File: config.mk
export PLATFORM = sky130hd
export DESIGN_NAME = pcm_power_clock_manager
export DESIGN_NICKNAME = d
export VERILOG_FILES = /design/src/verilog/pcm_power_clock_manager.v
export VERILOG_INCLUDE_DIRS = /design/src /design/src/verilog
export SDC_FILE = /design/constraint.sdc
export NUM_CORES = 1
export LEC_CHECK = 0
export BUFFER_PORTS_ARGS = -buffer_cell sky130_fd_sc_hd__buf_4
export CAP_MARGIN = 20
export CORE_ASPECT_RATIO = 0.8
export CORE_MARGIN = 1.5
export CORE_UTILIZATION = 54
export CTS_CLUSTER_SIZE = 25
export DETAILED_ROUTE_END_ITERATION = 10
export GPL_TIMING_DRIVEN = 1
export PLACE_DENSITY = 0.84
export REMOVE_ABC_BUFFERS = 1
export SYNTH_ARGS = -nofsm -noshare
export SYNTH_HDL_FRONTEND = slang
export SYNTH_SLANG_ARGS = --single-unit
export TNS_END_PERCENT = 100
File: constraint.sdc
create_clock -name hclk -period 3.6 [get_ports hclk]
set_input_delay 0.72 -clock hclk [delete_from_list [all_inputs] [get_ports hclk]]
set_output_delay 0.72 -clock hclk [all_outputs]
set_load 0.05 [all_outputs]
File: src/verilog/pcm_defines.vh
`ifndef PCM_DEFINES_VH
`define PCM_DEFINES_VH

// register byte offsets
`define PCM_OFF_DIVISOR 12'h000
`define PCM_OFF_GATE1 12'h004
`define PCM_OFF_CTRL 12'h008
`define PCM_OFF_STATUS 12'h00C

// clock divisor register fields
`define PCM_RECOVER_BIT 15
`define PCM_DOZE_HI 14
`define PCM_DOZE_LO 12
`define PCM_SLOWDOWN_BIT 11
`define PCM_DIVISOR_RST 16'h3000
`define PCM_DIVISOR_WMASK 16'hFFDF

// gate register: bits 15..11, 7..3, 1..0 implemented
`define PCM_GATE1_WMASK 16'hF8FB
`define PCM_GATE1_RST 16'h0000

// control register fields
`define PCM_CTRL_MONITOR_EN 0
`define PCM_CTRL_WATCHDOG_EN 1
`define PCM_CTRL_PLL_EN 2
`define PCM_CTRL_WMASK 16'h0007
`define PCM_CTRL_RST 16'h0000

// power-save operand
`define PCM_OP_SLEEP 1'b0
`define PCM_OP_IDLE 1'b1

// wake restart delay, cycles (2..4 allowed)
`define PCM_WAKE_CYC 3'd3

`endif

File: src/verilog/pcm_power_clock_manager.v
// The AHB-Lite slave port and the address map were chosen for this implementation.
`timescale 1ns/1ps
`include "pcm_defines.vh"

// Summary of operation
// - with monitor enabled, slow osc runs always except in sleep, ignoring watchdog.
// - oscillator failure raises a trap event and selects fast internal osc.
// - fallback fast osc goes through pll when pll was in use.
// - sleep and idle entered only by power-save instruction; operand picks which.
// - sleep stops system clock source, on-chip osc and code execution.
// - clock-fail monitor inactive in sleep.
// - slow osc keeps running in sleep when watchdog enabled.
// - enabled watchdog is cleared before sleep begins.
// - sleep disables system-clocked peripherals; external-clocked ones may run.
// - enabled interrupt, reset or watchdog timeout wakes sleep or idle.
// - wake from sleep resumes on clock source active at entry.
// - idle halts cpu, clears watchdog, keeps system clock and peripherals.
// - in idle slow osc runs when watchdog or monitor enabled.
// - idle wake restores cpu clock; execution resumes 2 to 4 cycles later.
// - interrupt during power-save instruction deferred until entry completes, then wakes.
// - doze keeps system clock and peripherals full rate, divides cpu clock.
// - doze enable at bit 11, ratio field bits 14:12, 1:1 to 1:128.
// - ratio code n divides cpu clock by two to the n.
// - doze enable clear forces ratio 1:1.
// - recover-on-interrupt set makes interrupt clear doze enable.
// - set gate bit stops peripheral clocks; its registers ignore writes.
// - peripheral runs only if gate clear and present; gates reset to zero.
// - gate change takes effect after one instruction cycle.
// - bits 15..11 gate timers five to one; bits 10..8 read zero.
// - low byte gates two-wire, serial2, serial1, sync2, sync1, zero, can, adc.
module pcm_power_clock_manager #(
    parameter [15:0] PRESENT_MASK = 16'hF8FB
) (
    input wire hclk,
    input wire hresetn,
    input wire hsel,
    input wire [11:0] haddr,
    input wire [1:0] htrans,
    input wire hwrite,
    input wire [2:0] hsize,
    input wire [31:0] hwdata,
    input wire hready,
    output reg [31:0] hrdata,
    output wire hreadyout,
    output wire hresp,
    input wire power_save_instr,
    input wire power_save_operand,
    input wire irq_pending,
    input wire watchdog_timeout,
    input wire osc_fail,
    output wire cpu_clk_en,
    output wire cpu_run,
    output reg sleep_active,
    output reg idle_active,
    output reg sys_osc_en,
    output reg fast_osc_sel,
    output reg fast_osc_via_pll,
    output reg slow_osc_en,
    output reg clock_fail_trap,
    output reg watchdog_clear,
    output reg sysclk_periph_en,
    output reg [15:0] module_clock_gate
);

    localparam ST_RUN = 3'd0;
    localparam ST_ENTER = 3'd1;
    localparam ST_SLEEP = 3'd2;
    localparam ST_IDLE = 3'd3;
    localparam ST_WAKE = 3'd4;

    reg [15:0] divisor_r;
    reg [15:0] gate1_r;
    reg [15:0] ctrl_r;
    reg [2:0] state_r;
    reg mode_r;
    reg [2:0] wake_cnt_r;
    reg [6:0] doze_cnt_r;
    reg clk_fail_r;
    reg a_ph_r;
    reg a_wr_r;
    reg [11:0] a_addr_r;

    wire monitor_en = ctrl_r[`PCM_CTRL_MONITOR_EN];
    wire watchdog_en = ctrl_r[`PCM_CTRL_WATCHDOG_EN];
    wire low_power = (state_r == ST_SLEEP) || (state_r == ST_IDLE);
    wire wake_evt = irq_pending | watchdog_timeout;
    wire slowdown_en = divisor_r[`PCM_SLOWDOWN_BIT];
    wire [2:0] doze_code = divisor_r[`PCM_DOZE_HI:`PCM_DOZE_LO];
    // divider terminal count: 2**code - 1
    wire [6:0] doze_tc = slowdown_en ? ((7'd1 << doze_code) - 7'd1) : 7'd0;
    // at or past the count, so a smaller ratio takes hold at once instead of after a wrap
    wire doze_tick = (doze_cnt_r >= doze_tc);

    assign hreadyout = 1'b1;
    assign hresp = 1'b0;
    // enable pulses only on system edges so peripheral registers stay in step
    assign cpu_run = (state_r == ST_RUN);
    assign cpu_clk_en = cpu_run & doze_tick;

    wire addr_take = hsel & hready & htrans[1];
    wire wr_divisor = a_ph_r & a_wr_r & (a_addr_r == `PCM_OFF_DIVISOR);
    wire wr_gate = a_ph_r & a_wr_r & (a_addr_r == `PCM_OFF_GATE1);
    wire wr_ctrl = a_ph_r & a_wr_r & (a_addr_r == `PCM_OFF_CTRL);

    always @(posedge hclk or negedge hresetn) begin
        if (!hresetn) begin
            a_ph_r <= 1'b0;
            a_wr_r <= 1'b0;
            a_addr_r <= 12'h000;
        end else if (hready) begin
            a_ph_r <= addr_take;
            a_wr_r <= hwrite;
            a_addr_r <= {haddr[11:2], 2'b00};
        end
    end

    always @* begin
        hrdata = 32'h0000_0000;
        if (a_ph_r && !a_wr_r) begin
            case (a_addr_r)
                `PCM_OFF_DIVISOR: hrdata = {16'h0000, divisor_r};
                `PCM_OFF_GATE1: hrdata = {16'h0000, gate1_r};
                `PCM_OFF_CTRL: hrdata = {16'h0000, ctrl_r};
                `PCM_OFF_STATUS: hrdata = {26'h000_0000, clk_fail_r, fast_osc_via_pll,
                    fast_osc_sel, idle_active, sleep_active, cpu_run};
                default: hrdata = 32'h0000_0000;
            endcase
        end
    end

    // register file; an interrupt clearing doze wins over a same-cycle write
    always @(posedge hclk or negedge hresetn) begin
        if (!hresetn) begin
            divisor_r <= `PCM_DIVISOR_RST;
            gate1_r <= `PCM_GATE1_RST;
            ctrl_r <= `PCM_CTRL_RST;
        end else begin
            if (wr_divisor) begin
                divisor_r <= hwdata[15:0] & `PCM_DIVISOR_WMASK;
            end
            if (irq_pending && divisor_r[`PCM_RECOVER_BIT]) begin
                divisor_r[`PCM_SLOWDOWN_BIT] <= 1'b0;
            end
            if (wr_gate) begin
                gate1_r <= hwdata[15:0] & `PCM_GATE1_WMASK;
            end
            if (wr_ctrl) begin
                ctrl_r <= hwdata[15:0] & `PCM_CTRL_WMASK;
            end
        end
    end

    always @(posedge hclk or negedge hresetn) begin
        if (!hresetn) begin
            doze_cnt_r <= 7'd0;
        end else if (doze_tick || !cpu_run) begin
            doze_cnt_r <= 7'd0;
        end else begin
            doze_cnt_r <= doze_cnt_r + 7'd1;
        end
    end

    // gate register drives clocks one cycle later; absent units stay gated
    genvar gi;
    generate
        for (gi = 0; gi < 16; gi = gi + 1) begin : g_gate
            always @(posedge hclk or negedge hresetn) begin
                if (!hresetn) begin
                    module_clock_gate[gi] <= 1'b0;
                end else begin
                    module_clock_gate[gi] <= gate1_r[gi] | ~PRESENT_MASK[gi];
                end
            end
        end
    endgenerate

    // power-save sequencer
    always @(posedge hclk or negedge hresetn) begin
        if (!hresetn) begin
            state_r <= ST_RUN;
            mode_r <= `PCM_OP_SLEEP;
            wake_cnt_r <= 3'd0;
            watchdog_clear <= 1'b0;
        end else begin
            watchdog_clear <= 1'b0;
            case (state_r)
                ST_RUN: begin
                    if (power_save_instr) begin
                        mode_r <= power_save_operand;
                        watchdog_clear <= watchdog_en;
                        state_r <= ST_ENTER;
                    end
                end
                ST_ENTER: begin
                    // interrupts held off here, seen once low-power state stands
                    state_r <= (mode_r == `PCM_OP_IDLE) ? ST_IDLE : ST_SLEEP;
                end
                ST_SLEEP, ST_IDLE: begin
                    if (wake_evt) begin
                        wake_cnt_r <= `PCM_WAKE_CYC;
                        state_r <= ST_WAKE;
                    end
                end
                ST_WAKE: begin
                    if (wake_cnt_r <= 3'd1) begin
                        state_r <= ST_RUN;
                    end else begin
                        wake_cnt_r <= wake_cnt_r - 3'd1;
                    end
                end
                default: state_r <= ST_RUN;
            endcase
        end
    end

    always @(posedge hclk or negedge hresetn) begin
        if (!hresetn) begin
            sleep_active <= 1'b0;
            idle_active <= 1'b0;
            sys_osc_en <= 1'b1;
            sysclk_periph_en <= 1'b1;
            slow_osc_en <= 1'b0;
        end else begin
            sleep_active <= (state_r == ST_SLEEP);
            idle_active <= (state_r == ST_IDLE);
            // source selection is kept, so wake resumes on the same clock
            sys_osc_en <= (state_r != ST_SLEEP);
            sysclk_periph_en <= (state_r != ST_SLEEP);
            if (state_r == ST_SLEEP) begin
                slow_osc_en <= watchdog_en;
            end else begin
                slow_osc_en <= monitor_en | watchdog_en;
            end
        end
    end

    // fail monitor; failure latch holds until reset
    always @(posedge hclk or negedge hresetn) begin
        if (!hresetn) begin
            clk_fail_r <= 1'b0;
            clock_fail_trap <= 1'b0;
            fast_osc_sel <= 1'b0;
            fast_osc_via_pll <= 1'b0;
        end else begin
            clock_fail_trap <= 1'b0;
            if (monitor_en && osc_fail && !clk_fail_r && state_r != ST_SLEEP) begin
                clk_fail_r <= 1'b1;
                clock_fail_trap <= 1'b1;
                fast_osc_sel <= 1'b1;
                fast_osc_via_pll <= ctrl_r[`PCM_CTRL_PLL_EN];
            end
        end
    end

endmodule // pcm_power_clock_manager

; Yosys cells after proc, flatten, opt, wreduce, memory -nomap -nowiden
; Index checks and enable logic that the tools add are counted.
[classes]
n_bitwise = 9
magnitude_cmp = 2
mux = 18
n_shift = 1
eq_ne = 12
add_sub_neg = 3
reduce_logical = 17
[ops]
columns = cell, n
row1 = 16-bit case mux with 4 select lines, 1
row2 = 32-bit 2-to-1 mux, 1
row3 = 10-bit by 2-bit == test with 1-bit output (second input constant), 2
row4 = 3-bit 2-to-1 mux, 5
row5 = 7-bit 2-to-1 mux, 2
row6 = 12-bit logical NOT, 1
row7 = 12-bit 2-to-1 mux, 1
row8 = 3-bit case mux with 4 select lines, 1
row9 = 10-bit by 1-bit == test with 1-bit output (second input constant), 1
row10 = 2-bit != test (second input constant), 4
row11 = 7-bit by 1-bit adder with 7-bit output (second input constant), 1
row12 = 1-bit bitwise AND, 7
row13 = 7-bit >= comparator, 1
row14 = 1-bit by 3-bit << shifter with 7-bit output (first input constant), 1
row15 = 7-bit by 1-bit subtractor with 7-bit output (second input constant), 1
row16 = 3-bit by 2-bit == test with 1-bit output (second input constant), 2
row17 = 1-bit 2-to-1 mux, 6
row18 = 3-bit case mux with 2 select lines, 1
row19 = 3-bit AND reduction, 2
row20 = 1-bit logical AND, 5
row21 = 2-bit nonzero test, 2
row22 = 3-bit by 1-bit == test with 1-bit output (second input constant), 1
row23 = 3-bit == test (second input constant), 1
row24 = 3-bit by 1-bit less-or-equal comparator with 1-bit output (second input constant), 1
row25 = other kinds (8), 11
[word_totals]
register_bits = 77
elab_cells = 94
in_bits = 59
out_inout_bits = 61

; Logic depth before layout (Yosys ltp)
; Gate-level depths: netlist of the first run.
[logic_depth]
depth_word = 6
depth_mapped = 7
depth_no_buf = 6

; Worst setup path before layout of the first run
; OpenSTA, ideal clock, no wires.
[synth_path]
kind = register to output
from = register divisor_r[14]
to = output cpu_clk_en
n_path_buf = 1
required_ns = 2.880
t_arrival_ns = 2.250
stages_incl_launch_ff = 8
path_slack_ns = 0.630
path_cell_list = dfrtp_1 clkbuf_1 o31a_1 ha_1 nand2b_1 a211oi_1 o31ai_1 and2_1
[synth_between]
elab_chain_cells = 5
[synth_lines]
columns = item, line_no
row1 = from (decl), pcm_power_clock_manager.v:71  ; reg [15:0] divisor_r;
row2 = from (signal assigned), pcm_power_clock_manager.v:134  ; divisor_r <= `PCM_DIVISOR_RST;
row3 = from (signal assigned), pcm_power_clock_manager.v:139  ; divisor_r <= hwdata[15:0] & `PCM_DIVISOR_WMASK;
row4 = 1-bit by 3-bit << shifter with 7-bit output, pcm_power_clock_manager.v:90  ; wire [6:0] doze_tc = slowdown_en ? ((7'd1 << doze_code) - 7'd1) : 7'd0;
row5 = 7-bit by 1-bit subtractor with 7-bit output, pcm_power_clock_manager.v:90
row6 = 7-bit 2-to-1 mux, pcm_power_clock_manager.v:90
row7 = 7-bit >= comparator, pcm_power_clock_manager.v:92  ; wire doze_tick = (doze_cnt_r >= doze_tc);
row8 = 1-bit bitwise AND, pcm_power_clock_manager.v:98  ; assign cpu_clk_en = cpu_run & doze_tick;
row9 = to (decl), pcm_power_clock_manager.v:51  ; output wire cpu_clk_en,
; No other way between the ends.

; Worst setup path after layout of the first run
; Same ends and word-level chain as after synthesis.

==> results of run 1 <==
cell usage in the layout, fill, tap and decap left out, types with 3 or more instances in the layout:
cell type and count:
xor2_1 5, buf_4 80, nand2b_1 3, conb_1 19
dfstp_2 3, a31oi_1 3, dfrtp_1 74, mux2_2 35
nor2_1 25, ha_1 9, and2_1 3, inv_1 8
mux2_4 9, nand3_1 7, nand2_1 9, clkbuf_8 9
mux2i_1 13, and3_1 6, nor3_1 6
final timing paths:
path / end / slack, ns / cells past startpoint
hold reg to reg: module_clock_gate[15] / 0.40 / 0
min in group asynchronous: module_clock_gate[7] / 0.50 / 1
setup / recovery: cpu_clk_en / 0.37 / 7
hold / removal: module_clock_gate[15] / 0.40 / 0
max in group asynchronous: divisor_r[2] / 2.48 / 1
setup reg to reg: gate1_r[3] / 1.11 / 3
sequential cells by signal, indices dropped and copies added (netlist names):
signal	flops
divisor_r	15
module_clock_gate	13
gate1_r	12
a_addr_r	10
doze_cnt_r	7
ctrl_r	3
state_r	3
wake_cnt_r	3
a_ph_r	1
a_wr_r	1
clk_fail_r	1
clock_fail_trap	1
fast_osc_via_pll	1
idle_active	1
mode_r	1
sleep_active	1
slow_osc_en	1
sysclk_periph_en	1
watchdog_clear	1
cell families (layout without fill, tap and decap cells):
family                     after synthesis  after routing  share of synthesized area
muxes                                   59             59                     0.1965
AOI/OAI and AO/OA                       17             17                    0.03386
xor gates and xnor gates                 6              6                    0.01466
other                                    2             19                   0.002095
buffers and inverters                   39            104                    0.06702
and+or+nand+nor                         73             73                     0.1159
adders and majority gates                9              9                    0.03141
DFF                                     77             77                     0.5386
power groups by stage:
stage	logic, mW	registers (mW)	clock network, mW
2_1_floorplan	0.281	1.08	0
3_3_place_gp	0.478	1.03	0
3_5_place_dp	0.491	1.04	0
4_1_cts	0.494	1.03	0.716
5_1_grt	0.533	1.04	0.763
6_report	0.491	1.03	0.704
cell type report:
class | count | area (µm²) | share of cell area
flip-flops and latches | 77 | 1931 | 0.4425
repair buffers | 80 | 600.6 | 0.1377
multi-input cells | 183 | 1483 | 0.3398
inverters | 8 | 30.03 | 0.006883
clock buffers | 10 | 127.6 | 0.02925
well taps | 84 | 105.1 | 0.02409
clock inverters | 6 | 86.33 | 0.01979
critical path, cell delays in order (launching register included):
cell	delay, ns
dfrtp_1	0.48
o31a_1	0.32
ha_1	0.26
nand2b_1	0.14
a211oi_1	0.38
o31ai_2	0.19
and2_1	0.19
buf_4	0.18
routing by layer:
metal | up-vias | part of all wire
met4 | 0 | 0.029
met3 | 19 | 0.058
met1 | 1164 | 0.43
met5 | - | 0
met2 | 81 | 0.49
li1 | 1093 | -
timing repair:
| item | 4_1_cts | 5_1_grt |
|---|---|---|
| hold buffers | 0 | 0 |
| resized for setup | 0 | 1 |
| setup endpoints to repair | 0 | 1 |
==> impl_metrics.py, run 1 <==
metrics = {
    "clock_tree": {
        "postCtsSetupBuffers": 0,
        "numCtsBuffers": 9,
        "clkSinkCount": 77,
        "cts_tree": "done",
        "clk_pin_slew_ns": 0.08,
        "clk_latency_ns": 0.35,
        "cts-root-buf": "clkbuf_8",
        "cts.htree.levels": 3,
        "clock_path_buffers": 2,
    },
    "detailed_routing": {
        "drtPass1Iterations": 4,
        "post_drt_wl_per_cell_um": 16.24,
        "drtIter0Drc": 79,
        "drtAntennaViolNets": 0,
        "routed_wl_um": 7275,
        "drc_errors": 0,
        "vias": 2357,
        "vias_per_cell": 5.261,
    },
    "timing": {
        "whs_ns": 0.3961,
        "finalHoldViolations": 0,
        "finalCritPeriodShare": 0.8972,
        "final.min_clock_period_ns": 3.230,
        "max_freq_mhz": 309.6,
        "relSlewSlack": 0.3641,
        "tightest_slew_ns": 0.9467,
        "skew_ns": 0.006387,
        "setup_viol_count_final": 0,
        "finalMaxSlewViolations": 0,
        "setup_slack_ns": 0.3701,
        "tns_ns": 0,
        "rsz0062_at_grt": "no",
    },
    "pwr": {
        "swShare": 0.3198,
        "vdd_drop_max_mv": 0.3533,
        "leakage_nw": 2.240,
        "clkPwrFrac": 0.317,
        "total_power_mw": 2.220,
        "power_per_cell_area_nw_per_um2": 508.8,
        "p_seq_frac": 0.462,
        "internal-power_mw": 1.510,
        "p_comb_frac": 0.221,
        "p_sw_uw": 710.0,
    },
    "cells_and_area": {
        "diodes": 0,
        "synthToLayoutAreaGrowth_pct": 21.71,
        "nets": 427,
        "fillers": 468,
        "final_util": 0.6808,
        "layout-drive-gt1-share": 0.4148,
        "fin_area_um2": 4363,
        "instances_no_fill": 448,
    },
    "synth": {
        "synth_cell_types": 47,
        "netlist_instances": 282,
        "synth_top_area_frac": 0.5166,
        "synth-edff-count": 0,
        "synthArstFlopShare": 1.000,
        "yosysTopAreaCell": "dfrtp_1",
        "syn-cell-area_um2": 3585,
        "seq_area_frac_synth": 0.5386,
        "ys_warn_count": 0,
        "ys_ff_latch": 77,
        "avgSynthCellArea_um2": 12.71,
        "synthTopCellsByArea": "dfrtp_1, mux2_2, buf_4",
        "yosys-top-cells-count": "dfrtp_1, mux2_2, nor2_1, buf_4, mux2i_1",
        "ys.flop_type": "dfrtp_1",
        "synth.most_common_cell": "dfrtp_1",
    },
    "worst_setup_path": {
        "crit_type": "reg -> out",
        "cp_max_fo": 9,
        "end_kind": "primary output",
        "r2r-start": "a_addr_r[2]",
        "arrival_ns": 2.51,
        "cp-startpoint": "divisor_r[14]",
        "required_ns": 2.88,
        "start_kind": "flop",
    },
    "floorplanning": {
        "die_area_um2": 7139,
        "io_pins": 120,
        "core_um2": 6409,
        "start_util": 0.5594,
        "die_x_um": 94.09,
        "die_h_um": 75.88,
        "row_count": 26,
    },
    "place": {
        "postPlaceCellArea_um2": 4144,
        "post-place-ws_ns": 0.5417,
        "io_buffer_count": 79,
        "place_congestion": 0.7810,
        "numPlacedInstances": 432,
        "post-dp-hpwl_um": 5050,
    },
    "status": {
        "status": "complete, no violations",
    },
    "global_route": {
        "antenna_found_initial": 0,
        "grt.met3_usage": 0.07485,
        "grt_pass1_vias": 2305,
        "use_met1": 0.2693,
        "grt-ovfl-total": 0,
        "gr-max-usage-layer": "met2",
        "grt_max_degree": 78,
        "grt_pass1_wl_um": 11190,
        "track_usage": 0.2141,
        "met2_usage": 0.3446,
    },
    "hold_path": {
        "hold_path.startpoint": "gate1_r[15]",
        "hold_path_class": "reg -> reg",
    },
    "flow_run": {
        "drv_cap": 0,
    },
}
(Power assumes the default switching activity.)
==> run 2, diff against run 1 <==
--- a/config.mk
+++ b/config.mk
@@ -9,12 +9,12 @@
 export BUFFER_PORTS_ARGS = -buffer_cell sky130_fd_sc_hd__buf_4
 export CAP_MARGIN = 20
 export CORE_ASPECT_RATIO = 0.8
-export CORE_MARGIN = 1.5
+export CORE_MARGIN = 3
 export CORE_UTILIZATION = 54
 export CTS_CLUSTER_SIZE = 25
 export DETAILED_ROUTE_END_ITERATION = 10
 export GPL_TIMING_DRIVEN = 1
-export PLACE_DENSITY = 0.84
+export PLACE_DENSITY = 0.82
 export REMOVE_ABC_BUFFERS = 1
 export SYNTH_ARGS = -nofsm -noshare
 export SYNTH_HDL_FRONTEND = slang
==> impl_metrics.py, run 2 (synthesis results as in run 1) <==
metrics = {
    "timing": {
        "max_freq_mhz": 313.9,
        "rsz0062_at_grt": "no",
        "finalHoldViolations": 0,
        "finalMaxSlewViolations": 0,
        "final.min_clock_period_ns": 3.186,
        "skew_ns": 0.009079,
        "tightest_slew_ns": 0.9631,
        "finalCritPeriodShare": 0.8849,
        "setup_viol_count_final": 0,
        "relSlewSlack": 0.3580,
        "setup_slack_ns": 0.4143,
        "tns_ns": 0,
    },
    "flow_run": {
        "drv_cap": 0,
    },
    "cells_and_area": {
        "regMostFlops": "divisor_r",
        "fin_area_um2": 4392,
        "reg_top3": "divisor_r: 15 flops, module_clock_gate: 13 flops, gate1_r: 12 flops",
        "final_cell_mix": "buf_4, dfrtp_1, mux2_2",
        "final_util": 0.7127,
        "layout-drive-gt1-share": 0.4164,
        "synthToLayoutAreaGrowth_pct": 22.51,
        "diodes": 0,
        "largest_register_ffs": 15,
        "nets": 428,
        "mostFrequentLayoutCell": "buf_4",
    },
    "floorplanning": {
        "die_area_um2": 7658,
        "start_util": 0.5817,
        "die_x_um": 97.09,
        "core_um2": 6162,
        "row_count": 25,
        "die_h_um": 78.88,
        "io_pins": 120,
    },
    "global_route": {
        "grt_pass1_vias": 2346,
        "grt_pass1_wl_um": 11570,
        "grt-ovfl-total": 0,
        "grt_max_degree": 78,
        "track_usage": 0.1932,
        "antenna_found_initial": 0,
    },
    "clock_tree": {
        "clkSinkCount": 77,
        "postCtsSetupBuffers": 0,
        "cts-root-buf": "clkbuf_8",
        "clk_pin_slew_ns": 0.08,
        "cts.htree.levels": 3,
        "cts_tree": "done",
        "numCtsBuffers": 9,
        "clk_latency_ns": 0.34,
        "cts_hold_buf": 0,
        "clock_path_buffers": 2,
    },
    "worst_setup_path": {
        "arrival_ns": 2.47,
        "crit_type": "reg -> out",
        "required_ns": 2.88,
        "end_kind": "primary output",
        "cp_max_fo": 9,
        "start_kind": "flop",
    },
    "detailed_routing": {
        "vias_per_cell": 5.220,
        "drtAntennaViolNets": 0,
        "vias": 2328,
        "post_drt_wl_per_cell_um": 15.53,
        "drtIter0Drc": 111,
        "drtPass1Iterations": 4,
        "drc_errors": 0,
        "routed_wl_um": 6926,
    },
    "pwr": {
        "power_per_cell_area_nw_per_um2": 519.2,
        "leakage_nw": 2.254,
        "total_power_mw": 2.280,
        "vdd_drop_max_mv": 0.3815,
    },
    "place": {
        "io_buffer_count": 79,
        "place_congestion": 0.7436,
        "post-place-ws_ns": 0.5446,
        "post-dp-hpwl_um": 4940,
        "postPlaceCellArea_um2": 4148,
    },
    "hold_path": {
        "hold_path_class": "reg -> reg",
    },
    "status": {
        "status": "complete, no violations",
    },
}
[run 2: changes by cell type in the layout (fill, tap and decap cells not counted), sizes merged]
cell / change
inv: -1
bufinv: +1
buf: +1
[run 2: final timing paths]
kind                                     from                   end  slack [ns]  cells past startpoint
worst max-delay path            divisor_r[14]            cpu_clk_en        0.41                      7
min in group asynchronous             hresetn         doze_cnt_r[5]        0.49                      1
worst min-delay path               gate1_r[3]  module_clock_gate[3]        0.39                      0
worst min register to register     gate1_r[3]  module_clock_gate[3]        0.39                      0
worst max register to register    a_addr_r[8]           gate1_r[14]        1.28                      3
max in group asynchronous             hresetn            state_r[2]        2.45                      1
[run 2: timing repair]
| item | in CTS | in global routing |
|---|---|---|
| endpoints found under the setup margin | 0 | 1 |
| resized for setup | 0 | 1 |
| hold endpoints to repair | 0 | 0 |
[run 2: report_power, final]
part,total (mW),switching (mW),internal (mW)
clock,0.771,0.310,0.461
sequential,1.01,0.0718,0.941
combinational,0.496,0.317,0.179
total,2.28,0.699,1.58
[run 2: through the flow]
step	std cells	hold WS, ns
finish	446	0.3947
global route	446	0.4187
CTS	446	0.3981
detailed placement	430	0.3811
global placement	430	0.3809
floorplan	268	0.3659
[run 2: area by class of cell]
cell class / instances / area [µm²]
inverter: 8 / 30.03
timing repair buffer: 81 / 608.1
multi-input combinational: 183 / 1483
clock inverter: 6 / 111.4
fill: 444 / 1770
tap: 81 / 101.3
clock buffer: 10 / 127.6
sequential: 77 / 1931
[run 2: metal layers]
layer / wire [µm] / vias up / share of wire / GRT usage
li1: - / 1105 / - / -
met1: 3106 / 1141 / 0.45 / 0.2506
met2: 3237 / 75 / 0.47 / 0.3065
met3: 509 / 7 / 0.073 / 0.07550
met4: 73 / 0 / 0.011 / 0.05049
met5: 0 / - / 0 / 0
[run 2: critical path, cell delays in order (launching register included)]
cell      delay, ns
dfrtp_1        0.49
o31a_1         0.33
ha_1           0.26
nand2b_1       0.09
a211oi_1       0.07
o31ai_2        0.49
and2_1         0.20
buf_4          0.19
==> run 3, diff against run 2 <==
--- a/config.mk
+++ b/config.mk
@@ -9,7 +9,7 @@
 export BUFFER_PORTS_ARGS = -buffer_cell sky130_fd_sc_hd__buf_4
 export CAP_MARGIN = 20
 export CORE_ASPECT_RATIO = 0.8
-export CORE_MARGIN = 3
+export CORE_MARGIN = 2
 export CORE_UTILIZATION = 54
 export CTS_CLUSTER_SIZE = 25
 export DETAILED_ROUTE_END_ITERATION = 10
==> impl_metrics.py, run 3 (synthesis results as in run 1) <==
metrics = {
    "status": {
        "status": "complete, no violations",
    },
    "place": {
        "postPlaceCellArea_um2": 4144,
        "post-dp-hpwl_um": 4695,
        "numPlacedInstances": 432,
        "place_congestion": 0.7514,
        "io_buffer_count": 79,
        "post-place-ws_ns": 0.5378,
    },
    "timing": {
        "whs_ns": 0.3845,
        "setup_slack_ns": 0.4078,
        "rsz0062_at_grt": "no",
        "relSlewSlack": 0.3739,
        "final.min_clock_period_ns": 3.192,
        "setup_viol_count_final": 0,
        "tns_ns": 0,
        "tightest_slew_ns": 0.9392,
        "finalCritPeriodShare": 0.8867,
        "skew_ns": 0.01195,
        "finalHoldViolations": 0,
        "finalMaxSlewViolations": 0,
        "max_freq_mhz": 313.3,
    },
    "cells_and_area": {
        "layout-drive-gt1-share": 0.4148,
        "diodes": 0,
        "instances_no_fill": 448,
        "multiInputGateArea_um2": 1483,
        "fillers": 482,
        "final_cell_mix": "buf_4, dfrtp_1, mux2_2",
        "fin_area_um2": 4398,
        "nets": 427,
        "layout.area.seq_um2": 1931,
        "synthToLayoutAreaGrowth_pct": 22.69,
        "regMostFlops": "divisor_r",
        "largest_register_ffs": 15,
        "reg_top3": "divisor_r: 15 flops, module_clock_gate: 13 flops, gate1_r: 12 flops",
        "final_util": 0.6863,
        "mostFrequentLayoutCell": "buf_4",
    },
    "detailed_routing": {
        "post_drt_wl_per_cell_um": 14.91,
        "routed_wl_um": 6679,
        "vias_per_cell": 5.183,
        "drtAntennaViolNets": 0,
        "vias": 2322,
        "drtPass1Iterations": 4,
        "drtIter0Drc": 67,
        "drc_errors": 0,
    },
    "global_route": {
        "grt_pass1_wl_um": 10860,
        "grt-ovfl-total": 0,
        "track_usage": 0.1969,
        "grt_pass1_vias": 2261,
        "antenna_found_initial": 0,
        "grt_max_degree": 78,
    },
    "floorplanning": {
        "die_h_um": 76.88,
        "io_pins": 120,
        "start_util": 0.5594,
        "die_x_um": 95.09,
        "row_count": 26,
        "die_area_um2": 7310,
        "core_um2": 6409,
    },
    "clock_tree": {
        "clock_path_buffers": 2,
        "cts_tree": "done",
        "clkSinkCount": 77,
        "cts.htree.levels": 3,
        "clk_latency_ns": 0.35,
        "cts_hold_buf": 0,
        "cts-root-buf": "clkbuf_8",
        "postCtsSetupBuffers": 0,
        "clk_pin_slew_ns": 0.08,
        "cts.repair.resized": 0,
        "numCtsBuffers": 9,
    },
    "worst_setup_path": {
        "start_kind": "flop",
        "crit_type": "reg -> out",
        "end_kind": "primary output",
        "required_ns": 2.88,
        "arrival_ns": 2.47,
        "cp_max_fo": 9,
    },
    "hold_path": {
        "hold_path_class": "reg -> reg",
    },
    "pwr": {
        "leakage_nw": 2.257,
        "vdd_drop_max_mv": 0.4502,
        "power_per_cell_area_nw_per_um2": 522.8,
        "total_power_mw": 2.299,
    },
    "flow_run": {
        "drv_cap": 0,
    },
}
run 3: cell types whose count changed in the layout (fill, tap and decap cells not counted), sizes merged:
cell      before  now
buf           81   80
clkbuf        10   11
clkinvlp       1    0
run 3: final cells by class:
| type | count | share of cell area |
|---|---|---|
| Tap cell | 84 | 0.02390 |
| Clock inverter | 5 | 0.02447 |
| Inverter | 8 | 0.006828 |
| Clock buffer | 11 | 0.03215 |
| Multi-Input combinational cell | 183 | 0.3371 |
| Sequential cell | 77 | 0.4390 |
| Timing Repair Buffer | 80 | 0.1366 |
run 3: critical path, cell delays in order (launching register included):
cell and delay, ns:
dfrtp_1 0.48, o31a_1 0.32, ha_1 0.26, nand2b_1 0.09
a211oi_1 0.07, o31ai_2 0.50, and2_1 0.21, buf_4 0.19
run 3: metal layers:
layer / global-route usage / vias up / wire length, µm
met3: 0.05599 / 14 / 333
li1: - / 1107 / -
met4: 0.08261 / 0 / 145
met1: 0.2660 / 1128 / 3073
met5: 0 / - / 0
met2: 0.2979 / 73 / 3127
run 3: where the power goes:
group | internal [mW] | switching (mW) | total [mW] | leakage [nW]
combinational | 0.178 | 0.307 | 0.485 | 1.14
sequential | 0.941 | 0.0788 | 1.02 | 0.995
clock | 0.482 | 0.312 | 0.794 | 0.124
total | 1.60 | 0.698 | 2.30 | 2.26
run 3: final timing paths:
kind / startpoint / endpoint / slack (ns) / cells after the start
min: gate1_r[15] / module_clock_gate[15] / 0.38 / 0
max in group asynchronous: hresetn / divisor_r[14] / 2.49 / 1
min reg2reg: gate1_r[15] / module_clock_gate[15] / 0.38 / 0
min in group asynchronous: hresetn / wake_cnt_r[1] / 0.51 / 1
max reg2reg: a_addr_r[2] / gate1_r[4] / 1.14 / 3
max: divisor_r[14] / cpu_clk_en / 0.41 / 7
